[src/rtl/tdtl_regs.vh]
// register offsets, field positions and reset values for the dead-time block
`ifndef TDTL_REGS_VH
`define TDTL_REGS_VH
`define TDTL_ADDR_W 4
`define TDTL_OFF_BDT 4'h0
`define TDTL_OFF_CTRL2 4'h1
`define TDTL_OFF_CCEN 4'h2
`define TDTL_OFF_CCM 4'h3
`define TDTL_OFF_STAT 4'h4
// brake_dead_time_control fields
`define TDTL_DTS_HI 7
`define TDTL_DTS_LO 0
`define TDTL_LOCK_HI 9
`define TDTL_LOCK_LO 8
`define TDTL_IDLE_OFF_STATE_SELECT 10
`define TDTL_RUN_OFF_STATE_SELECT 11
`define TDTL_BRAKE_INPUT_ENABLE 12
`define TDTL_BRAKE_INPUT_POLARITY 13
`define TDTL_AUTOMATIC_OUTPUT_ENABLE 14
`define TDTL_MAIN_OUTPUT_ENABLE 15
// control two: idle output state bits, channel at bit 0, complement bit 1
`define TDTL_OIS 0
`define TDTL_NOIS 1
// channel enable register: enable, polarity, complementary enable, polarity
`define TDTL_CCEN 0
`define TDTL_CCPOL 1
`define TDTL_CCNEN 2
`define TDTL_CCNPOL 3
// channel mode register: compare mode [2:0], preload enable bit 3
`define TDTL_OCM_HI 2
`define TDTL_OCM_LO 0
`define TDTL_OCPEN 3
// lock levels
`define TDTL_LOCK_OFF 2'h0
`define TDTL_LOCK_L1 2'h1
`define TDTL_LOCK_L2 2'h2
`define TDTL_LOCK_L3 2'h3
// dead-time encodings
`define TDTL_BASE1 9'h000
`define TDTL_BASE64 9'h040
`define TDTL_BASE32 9'h020
`define TDTL_SH1 3'h1
`define TDTL_SH3 3'h3
`define TDTL_SH4 3'h4
`define TDTL_RST16 16'h0000
`define TDTL_RST4 4'h0
`endif

[src/rtl/tdtl_dead_time_lock.v]
// brake/dead-time register, write lock and complementary output shaping
//
// Summary of operation
// - Setting top bit 0 gives dead time = full 8-bit value times one base period.
// - Top bits 10 give dead time = (64 + low six bits) times two base periods.
// - Top bits 110 give dead time = (32 + low five bits) times eight periods.
// - Top bits 111 give dead time = (32 + low five bits) times sixteen periods.
// - Lock level zero leaves every lockable bit freely writable.
// - Lock level one freezes dead time, brake enable/polarity, auto enable, idle states.
// - Lock level two also freezes output polarities and the off-state selects.
// - Lock level three also freezes compare mode and compare preload enable.
// - The lock level field takes only the first write after each reset.
// - With main enable low, idle off-state 1 drives inactive then idle level.
// - With main enable high, run off-state 1 drives the inactive level first.
//
// Our own choices: strobed register access and the placing of the registers.
`timescale 1ns/10ps
`include "tdtl_regs.vh"
module tdtl_dead_time_lock #(
    parameter DT_W = 13,
    parameter DTCK_DIV = 1
) (
    // clock and reset
    input wire clk,
    input wire reset_n,
    // register port
    input wire [`TDTL_ADDR_W-1:0] addr,
    input wire [15:0] wdata,
    input wire wr_en,
    input wire rd_en,
    output reg [15:0] rdata,
    // reference waveform from the compare stage
    input wire oc_ref,
    // channel outputs, two signals each
    output reg channel_output,
    output reg channel_output_oe,
    output reg complementary_output,
    output reg complementary_output_oe,
    // live view of protected settings
    output wire brake_input_enable,
    output wire brake_input_polarity,
    output wire automatic_output_enable,
    output wire [2:0] compare_output_mode,
    output wire compare_preload_enable
);
    reg [15:0] bdt_q;
    reg [1:0] ctrl2_q;
    reg [3:0] ccen_q;
    reg [3:0] ccm_q;
    reg lock_done_q;
    reg [DT_W-1:0] dt_cyc;
    reg [DT_W-1:0] cnt_q;
    reg [DT_W-1:0] dtck_q;
    reg ref_q;
    reg en_q;
    reg dt_busy_q;
    reg startup_q;
    wire [7:0] dead_time_setting;
    wire [1:0] lock;
    wire lk1;
    wire lk2;
    wire lk3;
    wire moe;
    wire ch_en;
    wire pol;
    wire npol;
    wire ch_rise;
    wire ref_chg;
    wire dt_tick;
    wire cnt_done;

    assign dead_time_setting = bdt_q[`TDTL_DTS_HI:`TDTL_DTS_LO];
    assign lock = bdt_q[`TDTL_LOCK_HI:`TDTL_LOCK_LO];
    assign lk1 = (lock != `TDTL_LOCK_OFF);
    assign lk2 = (lock == `TDTL_LOCK_L2) || (lock == `TDTL_LOCK_L3);
    assign lk3 = (lock == `TDTL_LOCK_L3);
    assign moe = bdt_q[`TDTL_MAIN_OUTPUT_ENABLE];
    assign ch_en = ccen_q[`TDTL_CCEN];
    assign pol = ccen_q[`TDTL_CCPOL];
    assign npol = ccen_q[`TDTL_CCNPOL];
    assign brake_input_enable = bdt_q[`TDTL_BRAKE_INPUT_ENABLE];
    assign brake_input_polarity = bdt_q[`TDTL_BRAKE_INPUT_POLARITY];
    assign automatic_output_enable = bdt_q[`TDTL_AUTOMATIC_OUTPUT_ENABLE];
    assign compare_output_mode = ccm_q[`TDTL_OCM_HI:`TDTL_OCM_LO];
    assign compare_preload_enable = ccm_q[`TDTL_OCPEN];

    // dead-time length in base periods from the encoded field
    always @* begin
        dt_cyc = {DT_W{1'b0}};
        if (!dead_time_setting[7]) begin
            dt_cyc = {{(DT_W-8){1'b0}}, dead_time_setting};
        end else if (!dead_time_setting[6]) begin
            dt_cyc = {{(DT_W-9){1'b0}}, `TDTL_BASE64 | {3'h0, dead_time_setting[5:0]}}
                << `TDTL_SH1;
        end else if (!dead_time_setting[5]) begin
            dt_cyc = {{(DT_W-9){1'b0}}, `TDTL_BASE32 | {4'h0, dead_time_setting[4:0]}}
                << `TDTL_SH3;
        end else begin
            dt_cyc = {{(DT_W-9){1'b0}}, `TDTL_BASE32 | {4'h0, dead_time_setting[4:0]}}
                << `TDTL_SH4;
        end
    end

    // register writes filtered by lock level
    always @(posedge clk or negedge reset_n) begin
        if (!reset_n) begin
            bdt_q <= `TDTL_RST16;
            ctrl2_q <= 2'h0;
            ccen_q <= `TDTL_RST4;
            ccm_q <= `TDTL_RST4;
            lock_done_q <= 1'b0;
        end else if (wr_en) begin
            case (addr)
                `TDTL_OFF_BDT: begin
                    // dead time and brake bits frozen from level one
                    if (!lk1) begin
                        bdt_q[`TDTL_DTS_HI:`TDTL_DTS_LO] <= wdata[7:0];
                        bdt_q[`TDTL_BRAKE_INPUT_ENABLE] <= wdata[`TDTL_BRAKE_INPUT_ENABLE];
                        bdt_q[`TDTL_BRAKE_INPUT_POLARITY] <= wdata[`TDTL_BRAKE_INPUT_POLARITY];
                        bdt_q[`TDTL_AUTOMATIC_OUTPUT_ENABLE] <= wdata[`TDTL_AUTOMATIC_OUTPUT_ENABLE];
                    end
                    // off-state selects frozen from level two
                    if (!lk2) begin
                        bdt_q[`TDTL_IDLE_OFF_STATE_SELECT] <= wdata[`TDTL_IDLE_OFF_STATE_SELECT];
                        bdt_q[`TDTL_RUN_OFF_STATE_SELECT] <= wdata[`TDTL_RUN_OFF_STATE_SELECT];
                    end
                    // lock field written once per reset
                    if (!lock_done_q) begin
                        bdt_q[`TDTL_LOCK_HI:`TDTL_LOCK_LO] <=
                            wdata[`TDTL_LOCK_HI:`TDTL_LOCK_LO];
                        lock_done_q <= 1'b1;
                    end
                    bdt_q[`TDTL_MAIN_OUTPUT_ENABLE] <= wdata[`TDTL_MAIN_OUTPUT_ENABLE];
                end
                `TDTL_OFF_CTRL2: begin
                    if (!lk1) begin
                        ctrl2_q <= wdata[1:0];
                    end
                end
                `TDTL_OFF_CCEN: begin
                    ccen_q[`TDTL_CCEN] <= wdata[`TDTL_CCEN];
                    ccen_q[`TDTL_CCNEN] <= wdata[`TDTL_CCNEN];
                    if (!lk2) begin
                        ccen_q[`TDTL_CCPOL] <= wdata[`TDTL_CCPOL];
                        ccen_q[`TDTL_CCNPOL] <= wdata[`TDTL_CCNPOL];
                    end
                end
                `TDTL_OFF_CCM: begin
                    if (!lk3) begin
                        ccm_q <= wdata[3:0];
                    end
                end
                default: begin
                end
            endcase
        end
    end

    // read data one cycle after the strobe, zero otherwise
    always @(posedge clk or negedge reset_n) begin
        if (!reset_n) begin
            rdata <= `TDTL_RST16;
        end else if (rd_en) begin
            case (addr)
                `TDTL_OFF_BDT: rdata <= bdt_q;
                `TDTL_OFF_CTRL2: rdata <= {14'h0000, ctrl2_q};
                `TDTL_OFF_CCEN: rdata <= {12'h000, ccen_q};
                `TDTL_OFF_CCM: rdata <= {12'h000, ccm_q};
                `TDTL_OFF_STAT: rdata <= {13'h0000, startup_q, dt_busy_q,
                    lock_done_q};
                default: rdata <= `TDTL_RST16;
            endcase
        end else begin
            rdata <= `TDTL_RST16;
        end
    end

    assign ch_rise = ch_en && !en_q;
    assign ref_chg = (oc_ref != ref_q);
    assign dt_tick = (dtck_q == DTCK_DIV[DT_W-1:0] - {{(DT_W-1){1'b0}}, 1'b1});
    // end on the tick that completes the last base period, not one later
    assign cnt_done = dt_tick &&
        (cnt_q >= dt_cyc - {{(DT_W-1){1'b0}}, 1'b1});

    // dead-time counter, restarted on every reference edge or enable
    always @(posedge clk or negedge reset_n) begin
        if (!reset_n) begin
            cnt_q <= {DT_W{1'b0}};
            dtck_q <= {DT_W{1'b0}};
            ref_q <= 1'b0;
            en_q <= 1'b0;
            dt_busy_q <= 1'b0;
            startup_q <= 1'b0;
        end else begin
            ref_q <= oc_ref;
            en_q <= ch_en;
            if (ref_chg || ch_rise) begin
                cnt_q <= {DT_W{1'b0}};
                dtck_q <= {DT_W{1'b0}};
                dt_busy_q <= (dt_cyc != {DT_W{1'b0}});
            end else if (dt_busy_q) begin
                dtck_q <= dt_tick ? {DT_W{1'b0}} :
                    dtck_q + {{(DT_W-1){1'b0}}, 1'b1};
                if (dt_tick) begin
                    cnt_q <= cnt_q + {{(DT_W-1){1'b0}}, 1'b1};
                end
                if (cnt_done) begin
                    dt_busy_q <= 1'b0;
                end
            end
            if (ch_rise) begin
                startup_q <= 1'b1;
            end else if (!dt_busy_q || !ch_en) begin
                startup_q <= 1'b0;
            end
        end
    end

    // output shaping for the complementary pair
    always @(posedge clk or negedge reset_n) begin
        if (!reset_n) begin
            channel_output <= 1'b0;
            channel_output_oe <= 1'b0;
            complementary_output <= 1'b0;
            complementary_output_oe <= 1'b0;
        end else if (!ch_en) begin
            channel_output <= pol;
            complementary_output <= npol;
            channel_output_oe <= 1'b0;
            complementary_output_oe <= 1'b0;
        end else if (!moe) begin
            // idle: inactive during dead time, then idle level
            channel_output_oe <= bdt_q[`TDTL_IDLE_OFF_STATE_SELECT];
            complementary_output_oe <= bdt_q[`TDTL_IDLE_OFF_STATE_SELECT];
            if (dt_busy_q || ch_rise) begin
                channel_output <= pol;
                complementary_output <= npol;
            end else begin
                channel_output <= ctrl2_q[`TDTL_OIS] ^ pol;
                complementary_output <= ctrl2_q[`TDTL_NOIS] ^ npol;
            end
        end else begin
            // run: inactive first, active edges delayed
            channel_output_oe <= bdt_q[`TDTL_RUN_OFF_STATE_SELECT] || !startup_q;
            complementary_output_oe <= bdt_q[`TDTL_RUN_OFF_STATE_SELECT] || !startup_q;
            if (dt_busy_q || ch_rise || ref_chg) begin
                channel_output <= pol;
                complementary_output <= npol;
            end else begin
                channel_output <= ref_q ^ pol;
                complementary_output <= (!ref_q && ccen_q[`TDTL_CCNEN])
                    ^ npol;
            end
        end
    end
endmodule // tdtl_dead_time_lock

[config.mk]
export PLATFORM = sky130hd
export DESIGN_NAME = tdtl_dead_time_lock
export DESIGN_NICKNAME = d
export VERILOG_FILES = /design/src/rtl/tdtl_dead_time_lock.v
export VERILOG_INCLUDE_DIRS = /design/src /design/src/rtl
export SDC_FILE = /design/constraint.sdc
export NUM_CORES = 1
export LEC_CHECK = 0
export BUFFER_PORTS_ARGS = -buffer_cell sky130_fd_sc_hd__buf_2
export CORE_ASPECT_RATIO = 1.4
export CORE_MARGIN = 8
export CORE_UTILIZATION = 32
export DETAILED_ROUTE_END_ITERATION = 10
export SLEW_MARGIN = 10
export SYNTH_ARGS = -nofsm -noshare
export SYNTH_HDL_FRONTEND = slang
export SYNTH_SLANG_ARGS = --single-unit
export TNS_END_PERCENT = 10
[constraint.sdc]
create_clock -name clk -period 3.2 [get_ports clk]
set_input_delay 0.64 -clock clk [delete_from_list [all_inputs] [get_ports clk]]
set_output_delay 0.64 -clock clk [all_outputs]
set_load 0.005 [all_outputs]
==> results of run 1 <==
==> cell usage after synthesis, types with 2 or more instances <==
master and number:
nor2b_1 6, a21boi_0 2, o22a_1 2, mux2i_1 5, a31oi_1 3, or3_1 3, inv_1 11, nor3_1 7
buf_6 2, nand2b_1 6, and4_1 3, o21ai_0 15, o21bai_1 2, nor2_1 35, buf_2 3, nor4_2 2
a211oi_1 3, ha_1 17, nand3b_1 7, nand4_1 4, mux2_2 29, xnor2_1 21, a22oi_1 8, o211ai_1 2
a21oi_1 19, and2_1 12, xor2_1 7, clkbuf_1 9, nor4_1 4, dfrtp_1 76, nor3b_1 3, nand3_1 12
nand2_1 25, nor2_2 2, a21o_1 3, and3_1 3, o22ai_1 4
==> flip-flops by register name, summed over array words and instances (netlist names) <==
name	flops
lock_done_q	1
bdt_q	16
complementary_output_oe	1
complementary_output	1
ref_q	1
dtck_q	13
dt_busy_q	1
cnt_q	13
ctrl2_q	2
en_q	1
rdata	16
ccen_q	4
channel_output	1
ccm_q	4
startup_q	1
==> how the worst max path moves through the flow <==
stage,start,to,depth (start not counted)
detailed placement,bdt_q[7],dt_busy_q,12
floorplan,bdt_q[7],dt_busy_q,13
CTS,bdt_q[7],dt_busy_q,12
finish,bdt_q[7],dt_busy_q,12
global placement,bdt_q[7],dt_busy_q,12
global route,bdt_q[7],dt_busy_q,12
==> logic make-up (layout without fill, tap and decap cells) <==
kind of cell,Yosys count,after routing
buf+inv,27,80
simple gates,142,142
flops,76,76
mux,34,34
xor+xnor,28,28
fa+ha+maj,17,17
compound gates,67,67
==> layer usage <==
| layer | vias to the layer above | wire length [um] |
|---|---|---|
| met5 | - | 0 |
| met4 | 0 | 189 |
| met3 | 11 | 307 |
| met2 | 50 | 4810 |
| met1 | 1507 | 4050 |
| li1 | 1482 | - |
==> power by group <==
part           internal [W]  switching, W
sequential          0.00108      0.000163
combinational      0.000302      0.000333
clock              0.000604      0.000392
total               0.00198      0.000889
==> area by class of cell <==
class	instances	area [um2]
fill	1284	7870
multi-input combinational	288	2060
clock buffer	10	229
timing repair buffer	53	273
clock inverter	6	65.1
sequential	76	1900
tap	153	191
inverter	11	41.3
==> metrics by stage <==
step,total power [W],setup WS (ps),cells
4_1_cts,0.00291,383,597
3_5_place_dp,0.00190,419,581
6_report,0.00287,363,597
2_1_floorplan,0.00169,721,391
3_3_place_gp,0.00188,522,581
5_1_grt,0.00306,12.1,597
==> summary.txt, run 1 <==
Route
  • Via density: 5.11
  • ANT nets after route: 0
  • Drt drc: 0
  • Drt total wl: 9.35 mm
  • Routed via count: 3050
  • Routed WL per cell: 15.7 um
  • Drt first pass iters: 4
  • DRT iter0 DRCs: 96

Logic synthesis
  • Yosys reg bits: 76
  • Netlist Area Pre-Place: 4080 um2
  • Distinct cells, synth: 51
  • Synth async-reset ratio: 100%
  • Top FF cell, synth: dfrtp_1
  • XOR/XNOR Fraction of Synth Area: 6.01%
  • Post-Synth Simple-Gate Area: 19.7%
  • Post-synth top area cell: dfrtp_1
  • Largest family of logic cells by synthesized area: simple AND/OR/NAND/NOR gates
  • Post-synth EDFFs: 0
  • Syn Nets: 433
  • Complex-gate fraction of the synthesized area: 10.2%
  • Post-synth top area share: 46.6%
  • Synth Area in Adders: 5.21%
  • Synthesis Warnings: 0
  • Cells after Synth: 391
  • Syn avg cell area: 10.4 um2
  • Mux share of post-synthesis cell area: 9.23%
  • Sequential area share after synthesis: 46.6%
  • Main area contributors after synthesis: dfrtp_1, mux2_2, ha_1

Critical path
  • CP Launch Type: flip-flop
  • CP Capture Type: flip-flop
  • Bufs and invs on worst path: 1
  • Worst path max stage delay: 580 ps
  • Kind of critical path: reg -> reg
  • Critical Path AT: 3090 ps
  • Worst endpoint required time: 3450 ps
  • Worst-path fanout max: 16
  • RR Startpoint: bdt_q[7]
  • Reg2reg setup slack: 360 ps
  • Slowest stage cell, crit path: dfrtp_1
  • RR Endpoint: dt_busy_q
  • CP delay by family, top: compound AO/OA/AOI/OAI gates
  • Reg2reg path depth: 12
  • CP cell instances: inv_1 -> a22oi_1 -> ha_1 -> nand2_1 -> nor4_2 -> mux2i_1 -> ha_1 -> a21oi_1 -> o21ai_0 -> a21oi_1 -> o41ai_1 -> a21oi_1
  • Worst path most repeated cell: a21oi_1

Die
  • Num rows: 49
  • Die X: 111 um
  • Total Die Area: 16700 um2
  • Initial Utilization: 32.3%
  • Core Region: 12600 um2
  • Boundary Pins: 52
  • Die Ht: 150 um

GRT
  • First-pass GRT wire length: 16.1 mm
  • Met1 Usage GRT: 13.3%
  • Gr usage total: 11.7%
  • Initial antenna violation count: 0
  • Largest net degree at the start of global routing: 77
  • Grt met2 use: 20.4%
  • Vias in the first global route: 3291
  • Grt met3 use: 2.57%
  • Most used routing layer: met2
  • Remaining global-route overflow: 0

STA
  • Final Setup Violations: 0
  • Period minus WS final: 2840 ps
  • Fin crit share: 88.7%
  • Max-slew violations: 0
  • Sum of negative setup slack: 0 ps
  • Achievable frequency: 353 MHz
  • Final hold vios: 0
  • Slew @ Worst Pin: 979 ps
  • Skew final: 8.03 ps
  • Unrepaired setup endpoints after global routing: no
  • Max_slew headroom: 34.7%
  • Min Hold Slack: 439 ps

Clocking
  • CTS root buffer: clkbuf_16
  • CTS H-tree depth: 3
  • CTS Buf Count: 9
  • Clock latency on the worst-skew pair: 330 ps
  • Max Root-Sink Buffers: 2
  • CTS Sinks: 76
  • CTS Hold Buffers Added: 0
  • Post-CTS Resized: 0
  • CTS tree: built
  • Clock slew seen by the registers of the worst setup and hold paths: 60 ps
  • Setup bufs post-CTS: 0

Final layout
  • Layout cells sized above 1: 24.5%
  • Diodes inserted: 0
  • Most frequent cells in the layout: dfrtp_1, buf_2, nor2_1, mux2_2, nand2_1
  • Nets: 481
  • Finished Core Util: 37.7%
  • Design Area, Final: 4760 um2
  • Layout area overhead: 16.7%
  • Most common cell after layout, fill and taps aside: dfrtp_1

Outcome
  • Outcome: finished, final reports clean

Min path
  • Hold Crit Class: in -> async

Placement
  • PortBufs: 51
  • Hpwl dp: 6.99 mm
  • Routability cong.: 0.845
  • Post-DP Area: 4470 um2

Power
  • PD cells: 603 nW/um2
  • Maximum VDD drop: 402 uV
  • Leak: 2.11 nW

Run
  • Max-cap violations: 0
Note: power is estimated with default switching activity, not from simulation.
==> run 2: changes to the inputs <==
--- a/config.mk
+++ b/config.mk
@@ -8,8 +8,8 @@
 export LEC_CHECK = 0
 export BUFFER_PORTS_ARGS = -buffer_cell sky130_fd_sc_hd__buf_2
 export CORE_ASPECT_RATIO = 1.4
-export CORE_MARGIN = 8
 export CORE_UTILIZATION = 32
+export CTS_BUF_LIST = sky130_fd_sc_hd__clkbuf_4
 export DETAILED_ROUTE_END_ITERATION = 10
 export SLEW_MARGIN = 10
 export SYNTH_ARGS = -nofsm -noshare
==> run 2 against run 1 <==
Against the previous run: clock power decreased by 48%; sequential power about the same; first-iteration DRC count increased by 91%; setup slack about the same; utilization decreased by 0.66 points; highest routed layer unchanged.
==> summary.txt, run 2 (same netlist as run 1, synthesis figures left out) <==
Clocking
  • CTS Hold Buffers Added: 0 (unchanged)
  • CTS H-tree depth: 3 (unchanged)
  • CTS Sinks: 76 (unchanged)
  • Post-CTS Resized: 0 (unchanged)
  • Clock slew seen by the registers of the worst setup and hold paths: 120 ps (+60 ps)
  • Setup bufs post-CTS: 0 (unchanged)
  • Max Root-Sink Buffers: 2 (unchanged)
  • CTS tree: built
  • Clock latency on the worst-skew pair: 450 ps (+120 ps)
  • CTS root buffer: clkbuf_4
  • CTS Buf Count: 9 (unchanged)

STA
  • Max_slew headroom: 36.0% (+1.2 points)
  • Slew @ Worst Pin: 961 ps (-18.6 ps)
  • Fin crit share: 88.6% (about the same)
  • Sum of negative setup slack: 0 ps (unchanged)
  • Achievable frequency: 353 MHz (about the same)
  • Final Setup Violations: 0 (unchanged)
  • Period minus WS final: 2840 ps (-0.179 ps)
  • Final hold vios: 0 (unchanged)
  • Min Hold Slack: 322 ps (-117 ps)
  • Skew final: 24.2 ps (+16.2 ps)
  • Unrepaired setup endpoints after global routing: no
  • Max-slew violations: 0 (unchanged)

Placement
  • Routability cong.: 0.827 (-2.2%)
  • PortBufs: 51 (unchanged)
  • Hpwl dp: 6.40 mm (-8.6%)

Route
  • ANT nets after route: 0 (unchanged)
  • Routed via count: 3080 (+0.98%)
  • DRT iter0 DRCs: 183 (+91%)
  • Via density: 5.19 (+1.5%)
  • Drt drc: 0 (unchanged)
  • Drt first pass iters: 4 (unchanged)
  • Drt total wl: 8.71 mm (-6.8%)
  • Routed WL per cell: 14.7 um (-6.4%)

Critical path
  • Worst path max stage delay: 610 ps (+30 ps)
  • Bufs and invs on worst path: 1 (unchanged)
  • CP Capture Type: flip-flop
  • Worst-path fanout max: 16 (unchanged)
  • Worst endpoint required time: 3570 ps (+120 ps)
  • Slowest stage cell, crit path: dfrtp_1
  • Worst Setup SP: bdt_q[7]
  • Kind of critical path: reg -> reg
  • Reg2reg setup slack: 360 ps (about the same)
  • CP cell instances: inv_1 -> a22oi_1 -> ha_1 -> nand2_1 -> nor4_2 -> mux2i_1 -> ha_1 -> a21oi_1 -> o21ai_0 -> a21oi_1 -> o41ai_1 -> a21oi_1
  • Reg2reg path depth: 12 (unchanged)
  • RR Endpoint: dt_busy_q
  • CP delay by family, top: compound AO/OA/AOI/OAI gates
  • CP Launch Type: flip-flop
  • Setup crit end: dt_busy_q
  • Critical Path AT: 3210 ps (+120 ps)
  • RR Startpoint: bdt_q[7]
  • Worst path most repeated cell: a21oi_1
  • Worst path depth: 12 (unchanged)

Die
  • Total Die Area: 13200 um2 (-21%)
  • Die Ht: 136 um (-9.4%)
  • Die X: 97.4 um (-13%)
  • Core Region: 12400 um2 (-2.0%)
  • Initial Utilization: 33.0% (+0.67 points)
  • Num rows: 48 (-2.0%)
  • Boundary Pins: 52 (unchanged)

Power
  • Clock power frac: 21.9% (-13 points)
  • Seq pwr share: 51.8% (+8.6 points)
  • PD cells: 520 nW/um2 (-14%)
  • Int Power: 0.00154 W (-22%)
  • Sw Ratio: 35.4% (+4.5 points)
  • Combinational share of power: 26.3% (+4.2 points)
  • Final Power: 0.00238 W (-17%)
  • Leak: 2.03 nW (-3.7%)
  • Switching pwr: 0.000844 W (-5.0%)
  • Maximum VDD drop: 250 uV (-38%)

Final layout
  • Layout cells sized above 1: 24.5% (unchanged)
  • Diodes inserted: 0 (unchanged)
  • Most frequent cells in the layout: dfrtp_1, buf_2, nor2_1, mux2_2, nand2_1
  • Most common cell after layout, fill and taps aside: dfrtp_1
  • Layout area overhead: 12.3%
  • Biggest regs: bdt_q (16), rdata (16)
  • Finished Core Util: 37.1% (-0.66 points)
  • Nets: 481 (unchanged)

GRT
  • Most used routing layer: met2
  • Grt met2 use: 25.1% (+4.6 points)
  • Gr usage total: 14.2% (+2.4 points)
  • Largest net degree at the start of global routing: 77 (unchanged)
  • Grt met3 use: 2.89% (+0.32 points)
  • First-pass GRT wire length: 14.9 mm (-7.5%)
  • Remaining global-route overflow: 0 (unchanged)
  • Initial antenna violation count: 0 (unchanged)
  • Met1 Usage GRT: 16.4% (+3.2 points)
  • Vias in the first global route: 3114 (-5.4%)

Run
  • Max-cap violations: 0 (unchanged)

Outcome
  • Outcome: finished, final reports clean

Min path
  • Hold Crit Class: in -> reg
[run 2: cell count changes in the layout (fill, tap and decap cells not counted)]
cell / delta
clkbuf_1: -1
inv_6: +1
clkbuf_4: +9
bufinv_16: -1
clkinv_1: +1
clkinv_4: +1
clkinv_2: -1
clkbuf_16: -9
[run 2: worst min path at each step]
stage                         start        end  slack [ps]  cells past startpoint
final                        oc_ref      ref_q         320                      1
after global routing         oc_ref      ref_q         300                      1
after CTS                    oc_ref      ref_q         300                      1
after detailed placement  bdt_q[11]  rdata[11]         490                      1
after global placement    bdt_q[11]  rdata[11]         480                      1
after floorplan             reset_n   bdt_q[0]         340                      0
[run 2: layer usage]
metal / vias up / routed length, um
met5: - / 0
met4: 0 / 174
met3: 13 / 356
met2: 57 / 4460
met1: 1525 / 3720
li1: 1485 / -
[run 2: layout make-up]
type                            count  area (um2)
Clock buffer                        9        67.6
Clock inverter                      7        51.3
Fill cell                        1262        7790
Inverter                           11        41.3
Multi-Input combinational cell    288        2060
Sequential cell                    76        1900
Tap cell                          150         188
Timing Repair Buffer               53         273
[run 2: stage by stage]
step / worst slack, ps / std cells / cell area, um2
global placement: 515 / 578 / 4470
CTS: 365 / 594 / 4580
detailed placement: 400 / 578 / 4470
global route: 12.6 / 594 / 4580
finish: 363 / 594 / 4580
floorplan: 721 / 391 / 4080
[run 2: power groups by stage]
stage / Combinational [W] / Clock, W / Sequential (W)
after detailed placement: 0.000635 / 0 / 0.00125
final: 0.000627 / 0.000521 / 0.00123
after floorplan: 0.000516 / 0 / 0.00118
after global placement: 0.000621 / 0 / 0.00125
after global routing: 0.000718 / 0.000578 / 0.00126
after CTS: 0.000639 / 0.000544 / 0.00123
